**config.mk**
```make
export PLATFORM = sky130hd
export DESIGN_NAME = ssc_status_control_regs
export DESIGN_NICKNAME = d
export VERILOG_FILES = /design/src/logic/ssc_pkg.sv /design/src/logic/ssc_status_control_regs.sv
export SDC_FILE = /design/constraint.sdc
export NUM_CORES = 1
export LEC_CHECK = 0
export ABC_AREA = 1
export BUFFER_PORTS_ARGS = -buffer_cell sky130_fd_sc_hd__buf_2
export CORE_ASPECT_RATIO = 1.4
export CORE_MARGIN = 2
export CORE_UTILIZATION = 39
export CTS_BUF_LIST = sky130_fd_sc_hd__clkbuf_8
export DETAILED_ROUTE_END_ITERATION = 10
export PLACE_DENSITY_LB_ADDON = 0.2
export SLEW_MARGIN = 0
export SYNTH_ARGS = -nofsm -noshare
export SYNTH_HDL_FRONTEND = slang
export SYNTH_SLANG_ARGS = --single-unit
```
**constraint.sdc**
```tcl
create_clock -name core_clk -period 5.89 [get_ports core_clk]
set_input_delay 0.589 -clock core_clk [delete_from_list [all_inputs] [get_ports core_clk]]
set_output_delay 0.589 -clock core_clk [all_outputs]
set_load 0.005 [all_outputs]
```
**src/logic/ssc_pkg.sv**
```systemverilog
// Purpose: Shared constants and types for the sensor status/control bank
// Assumes: 10 MHz core clock, AHB-Lite word registers
// Notes: Register offsets are indices; byte address is index times four
package ssc_pkg;
  // ****************************************
  // Clock and watchdog timing
  // ****************************************
  localparam int CLK_HZ = 10_000_000;
  localparam int WDOG_TIME_MS = 250;
  // Longest time, so the count rounds down
  localparam int WDOG_CYCLES = WDOG_TIME_MS * (CLK_HZ / 1000);
  localparam int RST_SYNC_LEN = 2;

  // ****************************************
  // Register indices
  // ****************************************
  localparam logic [7:0] IDX_WDOG_EN = 8'hBE;
  localparam logic [7:0] IDX_BUS_SEL = 8'hBF;
  localparam logic [7:0] IDX_NVM_CTRL = 8'hC0;
  localparam logic [7:0] IDX_STATUS_ONE = 8'hC1;
  localparam logic [7:0] IDX_STATUS_TWO = 8'hC2;
  localparam logic [7:0] IDX_CTRL_ONE = 8'hD0;
  localparam logic [7:0] IDX_WDOG_KICK = 8'hD1;
  localparam logic [7:0] IDX_SATURATION_TIME = 8'hD2;
  localparam logic [7:0] IDX_SER_LEN = 8'hD3;

  // ****************************************
  // Field positions
  // ****************************************
  localparam int BIT_BUS_MODE = 0;
  localparam int BIT_PROG = 0;
  localparam int BIT_RELOAD = 1;
  localparam int BIT_OSC_WATCHDOG_ENABLE = 0;
  localparam int BIT_SW_WATCHDOG_ENABLE = 1;
  localparam int BIT_DRV_FLT_EN = 0;

  // ****************************************
  // Reset values and limits
  // ****************************************
  localparam logic [7:0] RST_REG = 8'h00;
  localparam logic [3:0] SER_MAX_BYTES = 4'h8;
  localparam logic [15:0] SAT_CNT_MAX = 16'hFFFF;
  localparam logic [31:0] RDATA_ZERO = 32'h0000_0000;

  // Analogue and self-test condition inputs
  typedef struct packed {
    logic trimCorrupt;
    logic selftestDone;
    logic selftestPass;
    logic supplyOv;
    logic avddUv;
    logic avddOc;
    logic biasOc;
    logic regReady;
    logic oscAbnormal;
    logic drvAFault;
    logic drvBFault;
    logic echoBelow;
    logic burstEnd;
  } ssc_flags_t;

  // Saturation timing states
  typedef enum logic [2:0] {
    SAT_IDLE = 3'b001,
    SAT_WAIT = 3'b010,
    SATURATION_DONE = 3'b100
  } ssc_sat_state_t;
endpackage : ssc_pkg

```
**src/logic/ssc_status_control_regs.sv**
```systemverilog
// Purpose: Status and control register bank of an ultrasonic front-end
// Assumes: AHB-Lite single word transfers, one clock domain
// Notes: Condition inputs are asynchronous and pass two flip-flops
//
// Register access over AHB-Lite is this design's own decision.
`timescale 1ns/100ps
module ssc_status_control_regs #(
  parameter int SW_WDOG_CYCLES = ssc_pkg::WDOG_CYCLES
) (
  // Clock and reset
  input wire logic core_clk,
  input wire logic rst_n,
  // AHB-Lite slave
  input wire logic hsel,
  input wire logic [31:0] haddr,
  input wire logic [1:0] htrans,
  input wire logic hwrite,
  input wire logic [2:0] hsize,
  input wire logic [31:0] hwdata,
  input wire logic hready,
  output logic hreadyout,
  output logic [31:0] hrdata,
  output logic hresp,
  // Condition inputs from analogue and test blocks
  input wire ssc_pkg::ssc_flags_t flagsIn,
  // Nonvolatile memory engine, same clock
  input wire logic nvmProgramDone,
  output logic nvmReloadStart,
  output logic nvmProgramStart,
  // Bus routing and serial engine
  output logic busModeSerial,
  output logic [3:0] serialXferLen,
  // Core reset request
  output logic coreReset
);
  // ****************************************
  // Reset release
  // ****************************************
  logic [ssc_pkg::RST_SYNC_LEN-1:0] rstPipe; // Release pipeline
  logic rstSync; // Reset used by all other logic

  // Assert at once, release after two edges
  always_ff @(posedge core_clk or negedge rst_n) begin
    if (!rst_n) begin
      rstPipe <= '0;
    end else begin
      rstPipe <= {rstPipe[0], 1'b1};
    end
  end
  assign rstSync = rstPipe[ssc_pkg::RST_SYNC_LEN-1];

  // ****************************************
  // Condition synchronisers
  // ****************************************
  ssc_pkg::ssc_flags_t flagMeta; // First stage, read only below
  ssc_pkg::ssc_flags_t flagSync; // Safe copy
  logic burstEndLast; // For edge detect
  logic oscLast; // For edge detect

  // Two stages before any logic looks
  always_ff @(posedge core_clk or negedge rstSync) begin
    if (!rstSync) begin
      flagMeta <= '0;
      flagSync <= '0;
      burstEndLast <= 1'b0;
      oscLast <= 1'b0;
    end else begin
      flagMeta <= flagsIn;
      flagSync <= flagMeta;
      burstEndLast <= flagSync.burstEnd;
      oscLast <= flagSync.oscAbnormal;
    end
  end

  // ****************************************
  // Bus address phase
  // ****************************************
  logic addrTake; // Transfer accepted
  logic addrMapped; // Address inside window
  logic [7:0] addrIdx; // Register index
  logic wrPend; // Write data phase pending
  logic [7:0] wrIdx; // Index of pending write
  logic wrHit; // Data phase write strobe

  assign addrTake = hsel && htrans[1] && hready;
  assign addrMapped = (haddr[31:10] == 22'h00_0000) && (haddr[1:0] == 2'b00);
  assign addrIdx = haddr[9:2];
  // Capture writes for their data phase; zero wait, always OKAY
  always_ff @(posedge core_clk or negedge rstSync) begin
    if (!rstSync) begin
      wrPend <= 1'b0;
      wrIdx <= ssc_pkg::RST_REG;
      hreadyout <= 1'b0;
      hresp <= 1'b0;
    end else begin
      wrPend <= addrTake && hwrite && addrMapped;
      wrIdx <= addrIdx;
      hreadyout <= 1'b1;
      hresp <= 1'b0;
    end
  end
  assign wrHit = wrPend;

  // ****************************************
  // Software-written registers
  // ****************************************
  logic [7:0] busSelReg; // Bus select, spare bits kept
  logic [7:0] wdogEnReg; // Watchdog enables
  logic [7:0] ctrlOneReg; // Driver fault logic enable
  logic [4:0] nvmSpare; // Spare read/write bits 7..3
  logic stat1Spare; // Spare bit 7 of status one
  logic [1:0] stat2Spare; // Spare bits 7..6 of status two

  // Plain storage registers
  always_ff @(posedge core_clk or negedge rstSync) begin
    if (!rstSync) begin
      busSelReg <= ssc_pkg::RST_REG;
      wdogEnReg <= ssc_pkg::RST_REG;
      ctrlOneReg <= ssc_pkg::RST_REG;
      nvmSpare <= '0;
      stat1Spare <= 1'b0;
      stat2Spare <= '0;
    end else if (wrHit) begin
      case (wrIdx)
        ssc_pkg::IDX_BUS_SEL: busSelReg <= hwdata[7:0];
        ssc_pkg::IDX_WDOG_EN: wdogEnReg <= hwdata[7:0];
        ssc_pkg::IDX_CTRL_ONE: ctrlOneReg <= hwdata[7:0];
        ssc_pkg::IDX_NVM_CTRL: nvmSpare <= hwdata[7:3];
        ssc_pkg::IDX_STATUS_ONE: stat1Spare <= hwdata[7];
        ssc_pkg::IDX_STATUS_TWO: stat2Spare <= hwdata[7:6];
        default: begin
          // Unmapped or read-only: ignored
        end
      endcase
    end
  end

  // Routing output straight from storage
  assign busModeSerial = busSelReg[ssc_pkg::BIT_BUS_MODE];

  // Serial length, clamped so hardware never exceeds eight bytes
  always_ff @(posedge core_clk or negedge rstSync) begin
    if (!rstSync) begin
      serialXferLen <= ssc_pkg::SER_MAX_BYTES;
    end else if (wrHit && wrIdx == ssc_pkg::IDX_SER_LEN) begin
      serialXferLen <= (hwdata[7:0] > 8'(ssc_pkg::SER_MAX_BYTES)) ? ssc_pkg::SER_MAX_BYTES : hwdata[3:0];
    end
  end

  // ****************************************
  // Nonvolatile memory control
  // ****************************************
  logic nvmWr; // Write to control register
  logic progReq; // New programming request
  logic progBusy; // Programming in progress

  assign nvmWr = wrHit && (wrIdx == ssc_pkg::IDX_NVM_CTRL);
  assign progReq = nvmWr && hwdata[ssc_pkg::BIT_PROG] && !progBusy;

  // Start strobes, one cycle each; zero writes do nothing
  always_ff @(posedge core_clk or negedge rstSync) begin
    if (!rstSync) begin
      nvmReloadStart <= 1'b0;
      nvmProgramStart <= 1'b0;
    end else begin
      nvmReloadStart <= nvmWr && hwdata[ssc_pkg::BIT_RELOAD];
      nvmProgramStart <= progReq;
    end
  end

  // Busy: a new start wins over a done in the same cycle
  always_ff @(posedge core_clk or negedge rstSync) begin
    if (!rstSync) begin
      progBusy <= 1'b0;
    end else if (progReq || nvmProgramDone) begin
      progBusy <= progReq;
    end
  end

  // ****************************************
  // Saturation timing
  // ****************************************
  ssc_pkg::ssc_sat_state_t satState; // Timing state
  logic [15:0] satCnt; // Cycles since burst end
  logic [15:0] satTime; // Recorded elapsed time
  logic satDoneFlag; // Envelope fell below threshold
  logic burstEdge; // Burst just finished

  assign burstEdge = flagSync.burstEnd && !burstEndLast;

  // Time from burst end to envelope below threshold
  always_ff @(posedge core_clk or negedge rstSync) begin
    if (!rstSync) begin
      satState <= ssc_pkg::SAT_IDLE;
      satCnt <= '0;
      satTime <= '0;
      satDoneFlag <= 1'b0;
    end else begin
      case (satState)
        ssc_pkg::SAT_IDLE, ssc_pkg::SATURATION_DONE: begin
          if (burstEdge) begin
            satState <= ssc_pkg::SAT_WAIT;
            satCnt <= '0;
            satDoneFlag <= 1'b0;
          end
        end
        ssc_pkg::SAT_WAIT: begin
          if (flagSync.echoBelow) begin
            satState <= ssc_pkg::SATURATION_DONE;
            satTime <= satCnt;
            satDoneFlag <= 1'b1;
          end else if (satCnt != ssc_pkg::SAT_CNT_MAX) begin
            satCnt <= satCnt + 16'h0001; // Saturates, never wraps
          end
        end
        default: begin
          satState <= ssc_pkg::SAT_IDLE;
        end
      endcase
    end
  end

  // ****************************************
  // Watchdogs
  // ****************************************
  logic swWdEn; // Software watchdog enabled
  logic oscWdEn; // Oscillator watchdog enabled
  logic [31:0] wdogCnt; // Cycles since last service
  logic swTimeout; // Software watchdog expired
  logic wdogExpire; // Last cycle of the window
  logic wdogKick; // Service write

  assign swWdEn = wdogEnReg[ssc_pkg::BIT_SW_WATCHDOG_ENABLE];
  assign oscWdEn = wdogEnReg[ssc_pkg::BIT_OSC_WATCHDOG_ENABLE];
  assign wdogKick = wrHit && (wrIdx == ssc_pkg::IDX_WDOG_KICK);
  assign wdogExpire = swWdEn && (wdogCnt == 32'(SW_WDOG_CYCLES - 1));

  // Service window counter; idle and cleared while disabled
  always_ff @(posedge core_clk or negedge rstSync) begin
    if (!rstSync) begin
      wdogCnt <= '0;
    end else if (!swWdEn || wdogKick || wdogExpire) begin
      wdogCnt <= '0;
    end else begin
      wdogCnt <= wdogCnt + 32'h0000_0001;
    end
  end

  // Timeout is sticky: it must survive the core reset it causes
  always_ff @(posedge core_clk or negedge rstSync) begin
    if (!rstSync) begin
      swTimeout <= 1'b0;
      coreReset <= 1'b0;
    end else begin
      if (wdogExpire) begin
        swTimeout <= 1'b1;
      end
      coreReset <= wdogExpire || (oscWdEn && flagSync.oscAbnormal && !oscLast);
    end
  end

  // ****************************************
  // Status registers
  // ****************************************
  logic [7:0] statusOne; // Power and self-test status
  logic [7:0] statusTwo; // Regulator, watchdog, driver status
  logic drvEn; // Driver fault logic enabled

  assign drvEn = ctrlOneReg[ssc_pkg::BIT_DRV_FLT_EN];
  // Live conditions; reading changes nothing
  assign statusOne = {stat1Spare, flagSync.trimCorrupt,
                      !flagSync.selftestDone,
                      !flagSync.selftestPass,
                      flagSync.supplyOv, flagSync.avddUv, flagSync.avddOc,
                      flagSync.biasOc};
  assign statusTwo = {stat2Spare,
                      oscWdEn && flagSync.oscAbnormal,
                      drvEn && flagSync.drvBFault,
                      drvEn && flagSync.drvAFault,
                      swTimeout, satDoneFlag,
                      flagSync.regReady};

  // ****************************************
  // Read data
  // ****************************************
  logic [7:0] readByte; // Selected register

  // Write-only bits read as zero; unmapped reads zero
  always_comb begin
    readByte = 8'h00;
    case (addrIdx)
      ssc_pkg::IDX_WDOG_EN: readByte = wdogEnReg;
      ssc_pkg::IDX_BUS_SEL: readByte = busSelReg;
      ssc_pkg::IDX_NVM_CTRL: readByte = {nvmSpare, 2'b00, progBusy};
      ssc_pkg::IDX_STATUS_ONE: readByte = statusOne;
      ssc_pkg::IDX_STATUS_TWO: readByte = statusTwo;
      ssc_pkg::IDX_CTRL_ONE: readByte = ctrlOneReg;
      ssc_pkg::IDX_SATURATION_TIME: readByte = satTime[7:0];
      ssc_pkg::IDX_SER_LEN: readByte = {4'h0, serialXferLen};
      default: readByte = 8'h00;
    endcase
  end

  // Sampled at the address phase, stands through the data phase
  always_ff @(posedge core_clk or negedge rstSync) begin
    if (!rstSync) begin
      hrdata <= ssc_pkg::RDATA_ZERO;
    end else if (addrTake && !hwrite) begin
      if (!addrMapped) begin
        hrdata <= ssc_pkg::RDATA_ZERO;
      end else if (addrIdx == ssc_pkg::IDX_SATURATION_TIME) begin
        hrdata <= {16'h0000, satTime};
      end else begin
        hrdata <= {24'h00_0000, readByte};
      end
    end
  end

  // ****************************************
  // Checks
  // ****************************************
  logic [1:0] aliveCnt; // Lets synchronisers fill after reset
  // Saturating count of cycles since release
  always_ff @(posedge core_clk or negedge rstSync) begin
    if (!rstSync) begin
      aliveCnt <= 2'b00;
    end else if (aliveCnt != 2'b11) begin
      aliveCnt <= aliveCnt + 2'b01;
    end
  end
endmodule : ssc_status_control_regs

```
==> results of run 1 <==
## cell usage after synthesis, drive strengths merged
master,instances,area [µm²]
xor2,22,193
xnor2,3,26.3
clkbuf,7,26.3
a21boi,1,7.51
nand2,323,1230
inv,96,363
nand4,12,75.1
dfstp,2,52.6
nand3,87,445
nor3b,1,7.51
o21ai,52,260
and2,1,8.76
o21bai,1,7.51
nor2,159,627
clkinv,1,3.75
ha,2,25.0
a21oi,5,25.0
buf,30,224
a31oi,2,12.5
nand3b,4,30.0
conb,2,7.51
nor3,23,131
dfrtp,163,4080
## layer usage
| layer | track usage | wire, µm | up-vias |
|---|---|---|---|
| met5 | 0 | 0 | - |
| met4 | 0.0884 | 576 | 0 |
| met3 | 0.0317 | 559 | 29 |
| met2 | 0.311 | 9340 | 102 |
| met1 | 0.229 | 8030 | 3032 |
| li1 | - | - | 3258 |
## area by class of cell
type	instances	area, µm²	share of cell area
flip-flops and latches	165	4140	0.469
multi-input cells	717	3180	0.361
repair buffers	88	453	0.0513
inverters	97	367	0.0415
well taps	252	315	0.0357
clock buffers	18	248	0.0281
clock inverters	14	125	0.0142
## sequential cells by signal, indices dropped and copies added (netlist names), 2 cells and up
| name | count |
|---|---|
| busSelReg | 8 |
| ctrlOneReg | 8 |
| flagMeta | 13 |
| flagSync | 13 |
| hrdata | 16 |
| nvmSpare | 5 |
| rstPipe | 2 |
| satCnt | 16 |
| satState | 3 |
| satTime | 16 |
| serialXferLen | 4 |
| stat2Spare | 2 |
| wdogCnt | 32 |
| wdogEnReg | 8 |
| wrIdx | 8 |
## power breakdown
| part | switching (µW) | internal (µW) |
|---|---|---|
| sequential | 17.9 | 1160 |
| combinational | 151 | 46.0 |
| clock | 435 | 351 |
| total | 603 | 1560 |
## how the worst min path moves through the flow
stage,from,to,slack (ns),depth (start not counted)
floorplan,rst_n,rstPipe[0],0.29,0
global placement,rstPipe[1],flagSync[7],0.23,0
detailed placement,rstPipe[1],flagSync[7],0.23,0
CTS,flagsIn[3],flagMeta[3],0.20,1
global route,flagsIn[1],flagMeta[1],0.19,1
finish,rstPipe[1],flagSync[7],0.23,0
## through the flow
step                      setup WS, ns  power (µW)  instance area, µm²  hold WS, ns  utilization
after floorplan                  0.956        1350                7930        0.293            -
final                             3.19        2160                8830        0.225        0.445
after CTS                         3.15        2190                8830        0.200        0.445
after detailed placement          3.17        1400                8440        0.232        0.425
after global routing              2.88        2270                8830        0.194        0.445
after global placement            3.20        1400                8440        0.228        0.425
## logic make-up (layout without fill, tap and decap cells)
family | Yosys count | in the layout | synth area share
simple gates | 610 | 610 | 0.325
flops | 165 | 165 | 0.525
buf+inv | 134 | 217 | 0.0784
compound gates | 61 | 61 | 0.0398
xor+xnor | 25 | 25 | 0.0278
fa+ha+maj | 2 | 2 | 0.00318
other cells | 2 | 19 | 0.000955
## worst reg2reg max path: cells and delay by family, from the launching register on
kind                   cells  cell delay (ns)
and+or+nand+nor            6             1.92
DFF                        1             0.39
buffers and inverters      2             0.28
==> run summary, run 1 <==
For the worst voltage drop across the vdd grid, the log shows 0.000174 V. The type of the worst min-delay path is register to asynchronous set/reset pin. The flow ran to the end, and the final reports show no timing, DRC or antenna violations.

The layout filler cell count was 2073. For the all-layer global routing usage, the log shows 0.185. In this run the worst setup path terminates at satCnt[10].

The post-route DRC violation count is 0. Share of the clock period used by the worst path: 0.458. The tools report the startpoint of the worst register-to-register path as satState[2].

For this run, the top clock speed supported by timing is 371 MHz. Startpoint-to-endpoint class of the critical path: register to register. The buffer and inverter count on the worst path was 2.

The number of register bits inferred by synthesis came out at 165. The portion of the post-synthesis area used by sequential elements came out at 0.525. After technology mapping, the gate count stands at 999. The share of final-layout standard cells stronger than drive strength 1 was 0.127. In this run the number of cells on the critical path is 8.

The placed wire-length estimate is 13600 µm, and the number of sinks driven by the clock tree is 165. The leakage power figure came out at 0.00450 µW. STA puts the critical path data arrival time at 3.05 ns.

The tools report the post-layout net count as 1176. The congestion estimate from routability-driven global placement came to 0.907. Buffers placed on the I/O ports in this run total 84. In this run the worst setup path begins at satState[2]. The logs give 0 for the number of routed nets with antenna violations and 0 for the post-cts sizing count. The max-slew violation count is 0, and the overall die width is 124 µm. For the number of rows created at floorplan, the log shows 61. The run gives 0 as the setup violation total in the final timing report. TritonCTS created 17 clock buffers. Setup repair after global routing left no endpoint under its margin.

For the die outline area, the log shows 0.0213 mm². The repair_antennas step left the layout with diodes totalling 0. The run gives 0.396 as the initial core utilization.

The first global-routing pass estimated 30200 µm of wire. Data on the critical path is required at its endpoint by 6.24 ns. Yosys mapped the design onto 35 distinct sky130hd cell types. The number of antenna violations at the first check in global routing was 0; the count of yosys warnings during synthesis was 0. For the setup skew after layout, the log shows 0.0139 ns. The final count of hold timing violations came out at 0. The clock tree buffer depth is 2. The worst-path maximum fanout came out at 23. Kind of cell adding the most delay to the critical path: simple AND/OR/NAND/NOR gates. In this design, the stage delay of the slowest critical-path cell is 0.81 ns. The final route contains 6421 vias. The clock transition at the registers of the reported paths is 0.10 ns, and the cell area after synthesis is 0.00787 mm².

130 I/O pins were placed. For the pin with the worst max-slew slack, the measured transition is 0.913 ns. Setup total negative slack on the finished layout was measured at 0 ns. CTS built an H-tree with a depth of 4. For this run, the detailed router's first-pass iteration total came to 5. Buffer cell driving the clock tree root: sky130_fd_sc_hd__clkbuf_8. The overall overflow remaining after global route came out at 0.

Traced cell by cell, the critical path runs through inv_2 > nand3_1 > nor2_1 > nor2_1 > nand3_2 > inv_2 > nand2_1 > nand2_1. The largest individual stage delay along the critical path comes from the cell sky130_fd_sc_hd__nor2_1. For this design the ratio of total power to cell area is 245 mW/mm².

The area overhead of the layout relative to synthesis works out to 12.2%. The first routing iteration left 313 violations. The smallest clock period supported by the final layout is computed as 2.70 ns. The tools report the slack of the worst reg-to-reg path as 3.19 ns.

The logs give 0.391 for the relative max-transition margin and 0.0198 mm² for the core footprint. For this run, the number of standard cells in the final layout without fillers is 1351. For the worst-skew pair, the clock arrives at the later sink with an insertion delay of 0.46 ns. For the number of global-route vias before repair, the log shows 6147. The worst setup path is launched from a register. Most frequent standard cell in the layout excluding fill and tap cells: sky130_fd_sc_hd__nand2_1. In the layout the commonest cells are sky130_fd_sc_hd__nand2_1, sky130_fd_sc_hd__dfrtp_1, sky130_fd_sc_hd__nor2_1. Dividing the detail-routed via count by the number of cells gives 4.75. The routed wire length was 18500 µm; the mean area per synthesized cell was 7.88 µm². The type of destination of the critical path was a register. The endpoint identified for the worst register-to-register timing path is satCnt[10]. After detailed placement, the design holds a cell count of 1318.

The max-capacitance violation count is 0. TritonCTS built the clock tree. After detailed routing, the average wire length per cell comes to 13.7 µm. The floorplan step set the die height to 172 µm. Number of setup buffers added after CTS: 0. Entering global routing, the biggest net connects 72 pins. The number of cell instances on the worst register-to-register path came out at 8. Number of buffers added to fix hold violations after cts: 1.
Power figures use the tool's default switching activity.
==> inputs of run 2 (changes only) <==
--- a/config.mk
+++ b/config.mk
@@ -5,7 +5,7 @@
 export SDC_FILE = /design/constraint.sdc
 export NUM_CORES = 1
 export LEC_CHECK = 0
-export ABC_AREA = 1
+export ABC_AREA = 0
 export BUFFER_PORTS_ARGS = -buffer_cell sky130_fd_sc_hd__buf_2
 export CORE_ASPECT_RATIO = 1.4
 export CORE_MARGIN = 2
==> constraint.sdc (replaced) <==
create_clock -name core_clk -period 2.4 [get_ports core_clk]
set_input_delay 0.24 -clock core_clk [delete_from_list [all_inputs] [get_ports core_clk]]
set_output_delay 0.24 -clock core_clk [all_outputs]
set_load 0.005 [all_outputs]
==> run 2 against run 1 <==
Hold slack got worse by 0.17 ns. Clock power increased to 2.6 times the previous value. Sequential share of layout area increased by 0.87 points. Cell count decreased by 26%. Setup slack got worse by 3.0 ns. Critical endpoint is now hrdata[2].
==> run summary, run 2 <==
The run finished with clean final reports. The number of rows created at floorplan is 59 (-3.3%), and the overall die height is 166 µm (-3.6%). The placer's final routability congestion estimate was 0.788 (-13%); the routed wire length was 16400 µm (-11%). The top cell types in the final layout, fill and taps aside, are sky130_fd_sc_hd__dfrtp_1, sky130_fd_sc_hd__buf_2, sky130_fd_sc_hd__mux2_2. The setup violation total in the final timing report was 0 (unchanged). The worst slack at placement is 0.119 ns (-3.05 ns).

The smallest clock period supported by the final layout is computed as 2.22 ns. The start point of the critical path is haddr[5]. The portion of the post-synthesis area used by sequential elements came out at 0.566 (+0.0404). The most frequent standard cell in the layout excluding fill and tap cells is sky130_fd_sc_hd__dfrtp_1. The share of final-layout standard cells stronger than drive strength 1 came out at 0.266 (+0.139).

The run gives 0.00731 mm² (-7.1%) as the cell area after synthesis. The max-capacitance violation count is 0 (unchanged), and the worst endpoint required time is 2.80 ns (-3.44 ns). The number of detailed-route iterations in the first pass was 4 (-1); the wire length per cell after detailed routing was 16.4 µm (+19%). The average vias per placed instance is 5.25 (+10%). The overall die width is 120 µm (-3.5%). The number of sinks driven by the clock tree is 165 (unchanged). The number of register bits inferred by synthesis was 165 (unchanged). For this design, the slowest cell found on the critical path is sky130_fd_sc_hd__nor4_4.

Initial detailed-routing violation count: 196 (-37%). For the H-tree depth, the log shows 4 (unchanged). The antenna diode count was 0 (unchanged). The logs give 0 (unchanged) for the number of antenna violations at the first check in global routing and 0.469 (+0.0247) for the final design utilization.

The buffer and inverter count on the worst path is 2 (unchanged), and the footprint of the flip-flops and latches is 0.00414 mm² (unchanged). The startpoint identified for the worst hold timing path is hwdata[2]. The cell area reported after detailed placement was 0.00803 mm² (-4.9%). Static timing analysis puts the maximum clock frequency at 450 MHz.

The kind of cell adding the most delay to the critical path is simple AND/OR/NAND/NOR gates. Async set-reset flop share out of synthesis: 1.00 (unchanged). The logs give 67 (+91%) for the count of different cell masters after synthesis and 0.31 ns (-2.88 ns) for the slack of the worst reg-to-reg path.

The relative max-transition margin came out at 0.329 (-0.0623). The gate count of the mapped netlist was 626 (-37%); the count of input and output buffers was 84 (unchanged). The logs give 17 (unchanged) for the number of buffers created by CTS and 0.396 (-0.000605) for the initial core utilization. The count of boundary I/O pins came out at 130 (unchanged). The tools report the setup skew after layout as 0.0199 ns (+0.00596 ns). The final instance count without filler cells was 1002 (-26%); the number of cells in the design after placement was 948 (-28%).

For the placed wire-length estimate, the log shows 11500 µm (-15%). Post-cts sizing count: 0 (unchanged). The signal on the critical path passes through dlygate4sd3_1 > buf_2 > nor3_1 > nand4b_1 > nor4_4 > a22oi_1 > o21ai_1. Setup repair after global routing left no endpoint under its margin. The number of flops mapped to enable cells by yosys was 0 (unchanged); the post-layout net count was 835 (-29%). The worst stage delay on the critical path came out at 0.82 ns (about the same).

The fraction of post-synthesis cell area in the top cell type by area is 0.558 (+0.0399), and the all-layer global routing usage is 0.174 (-0.0110). By count the netlist is led by sky130_fd_sc_hd__dfrtp_1, sky130_fd_sc_hd__mux2_2, sky130_fd_sc_hd__nand2_1. After synthesis, the cell types taking the most area are sky130_fd_sc_hd__dfrtp_1, sky130_fd_sc_hd__mux2_2, sky130_fd_sc_hd__xor2_1.

The tools report the final critical-path setup slack as 0.178 ns (-3.01 ns). The layout filler cell count was 1724 (-17%); the power density normalized to cell area was 607 mW/mm² (+150%). The worst setup path is launched from a primary input.

The number of routed nets with antenna violations was 0 (unchanged). The overall overflow remaining after global route was 0 (unchanged); the mean area per synthesized cell was 11.7 µm² (+48%). For the global-route wire length before repair, the log shows 27500 µm (-9.0%). The leakage power figure came out at 0.00414 µW (-8.0%). In this run the worst hold path is classified as primary input to register. The final total negative setup slack is 0 ns (unchanged).

The tools report the latest clock arrival within the worst-skew pair as 0.47 ns (about the same). The register bank with the most flops is wdogCnt. For the number of global-route vias before repair, the log shows 5439 (-12%). Share of the clock period used by the worst path: 0.926. For the post-route DRC violation count, the log shows 0 (unchanged).

The worst setup path is captured at a register. The post-route cell area was 0.00866 mm² (-1.8%); the multi-input combinational cell area was 0.00295 mm² (-7.2%). The final count of hold timing violations was 0 (unchanged); the worst-margin pin slew was 0.999 ns (+0.0860 ns). The setup path with the least slack is of type primary input to register. The buffer cell driving the clock tree root is sky130_fd_sc_hd__clkbuf_8.

The run gives 0 (unchanged) as the number of setup buffers added after CTS. The tools report the worst voltage drop across the vdd grid as 0.000357 V (+100%). TritonCTS built the clock tree. The die outline area is 0.0199 mm² (-6.9%), and the number of buffers added to fix hold violations after cts is 22 (+21). The number of flip-flops in the largest register is 32 (unchanged).

Maximum number of pins on one net before global-route repair: 46 (-36%). The clock transition at the registers of the reported paths was 0.10 ns (about the same). Of all cell types, the one taking the most synthesized area is sky130_fd_sc_hd__dfrtp_1. The area growth from synthesis to layout is 18.6%.

For the max-slew violation count, the log shows 0 (unchanged). The tools report the clock tree buffer depth as 2 (unchanged). sky130_fd_sc_hd__dfrtp_1 is the most common cell in the netlist. Count of yosys warnings during synthesis: 0 (unchanged). The most used flip-flop cell after synthesis was sky130_fd_sc_hd__dfrtp_1.

The tools report the startpoint of the worst register-to-register path as satCnt[0]. The logs give 2.62 ns (-0.43 ns) for the worst endpoint data arrival time and 0.0185 mm² (-7.0%) for the core footprint. The detailed-route via count is 5257 (-18%), and the worst-path maximum fanout is 16 (-30%).
==> run 2: kinds of logic after synthesis <==
| logic type | after synthesis | share of synthesized area |
|---|---|---|
| flops | 165 | 0.566 |
| other cells | 2 | 0.00103 |
| mux | 56 | 0.0849 |
| compound gates | 89 | 0.0860 |
| buf+inv | 49 | 0.0389 |
| simple gates | 234 | 0.185 |
| fa+ha+maj | 2 | 0.00342 |
| xor+xnor | 29 | 0.0348 |
==> run 2: cell type report <==
class / instances / share of cell area
Clock buffer: 17 / 0.0270
Clock inverter: 15 / 0.0208
Inverter: 8 / 0.00347
Multi-Input combinational cell: 429 / 0.341
Sequential cell: 165 / 0.477
Tap cell: 244 / 0.0352
Timing Repair Buffer: 124 / 0.0953
==> run 2: worst reg2reg max path, delay by kind of cell (launching register included) <==
family          cells  cell delay [ns]
compound gates      2             0.48
fa+ha+maj           1             0.30
buf+inv             1             0.15
flops               1             0.48
simple gates        3             0.63
==> run 2: metrics by stage <==
stage	hold slack (ns)	power, µW
floorplan	-0.0556	3140
global placement	0.0290	3250
finish	0.0535	5260
detailed placement	0.0292	3260
global route	0.0370	5510
CTS	0.0172	5340
==> run 2: worst paths after layout <==
kind / end / depth (start not counted)
max: hrdata[2] / 7
min: serialXferLen[2] / 3
max reg2reg: satCnt[11] / 7
min reg2reg: nvmSpare[4] / 0
max in group asynchronous: serialXferLen[3] / 1
min in group asynchronous: rstPipe[1] / 2
==> run 2: metal layers <==
metal	up-vias	track usage	wire [µm]
met3	18	0.0402	780
li1	2494	-	-
met4	0	0.0583	282
met1	2604	0.216	6830
met5	-	0	0
met2	141	0.298	8490
==> run 2: report_power, final <==
part	total (µW)	switching, µW	internal, µW
combinational	314	178	137
clock	2030	1230	800
sequential	2920	66.3	2850
total	5260	1470	3790
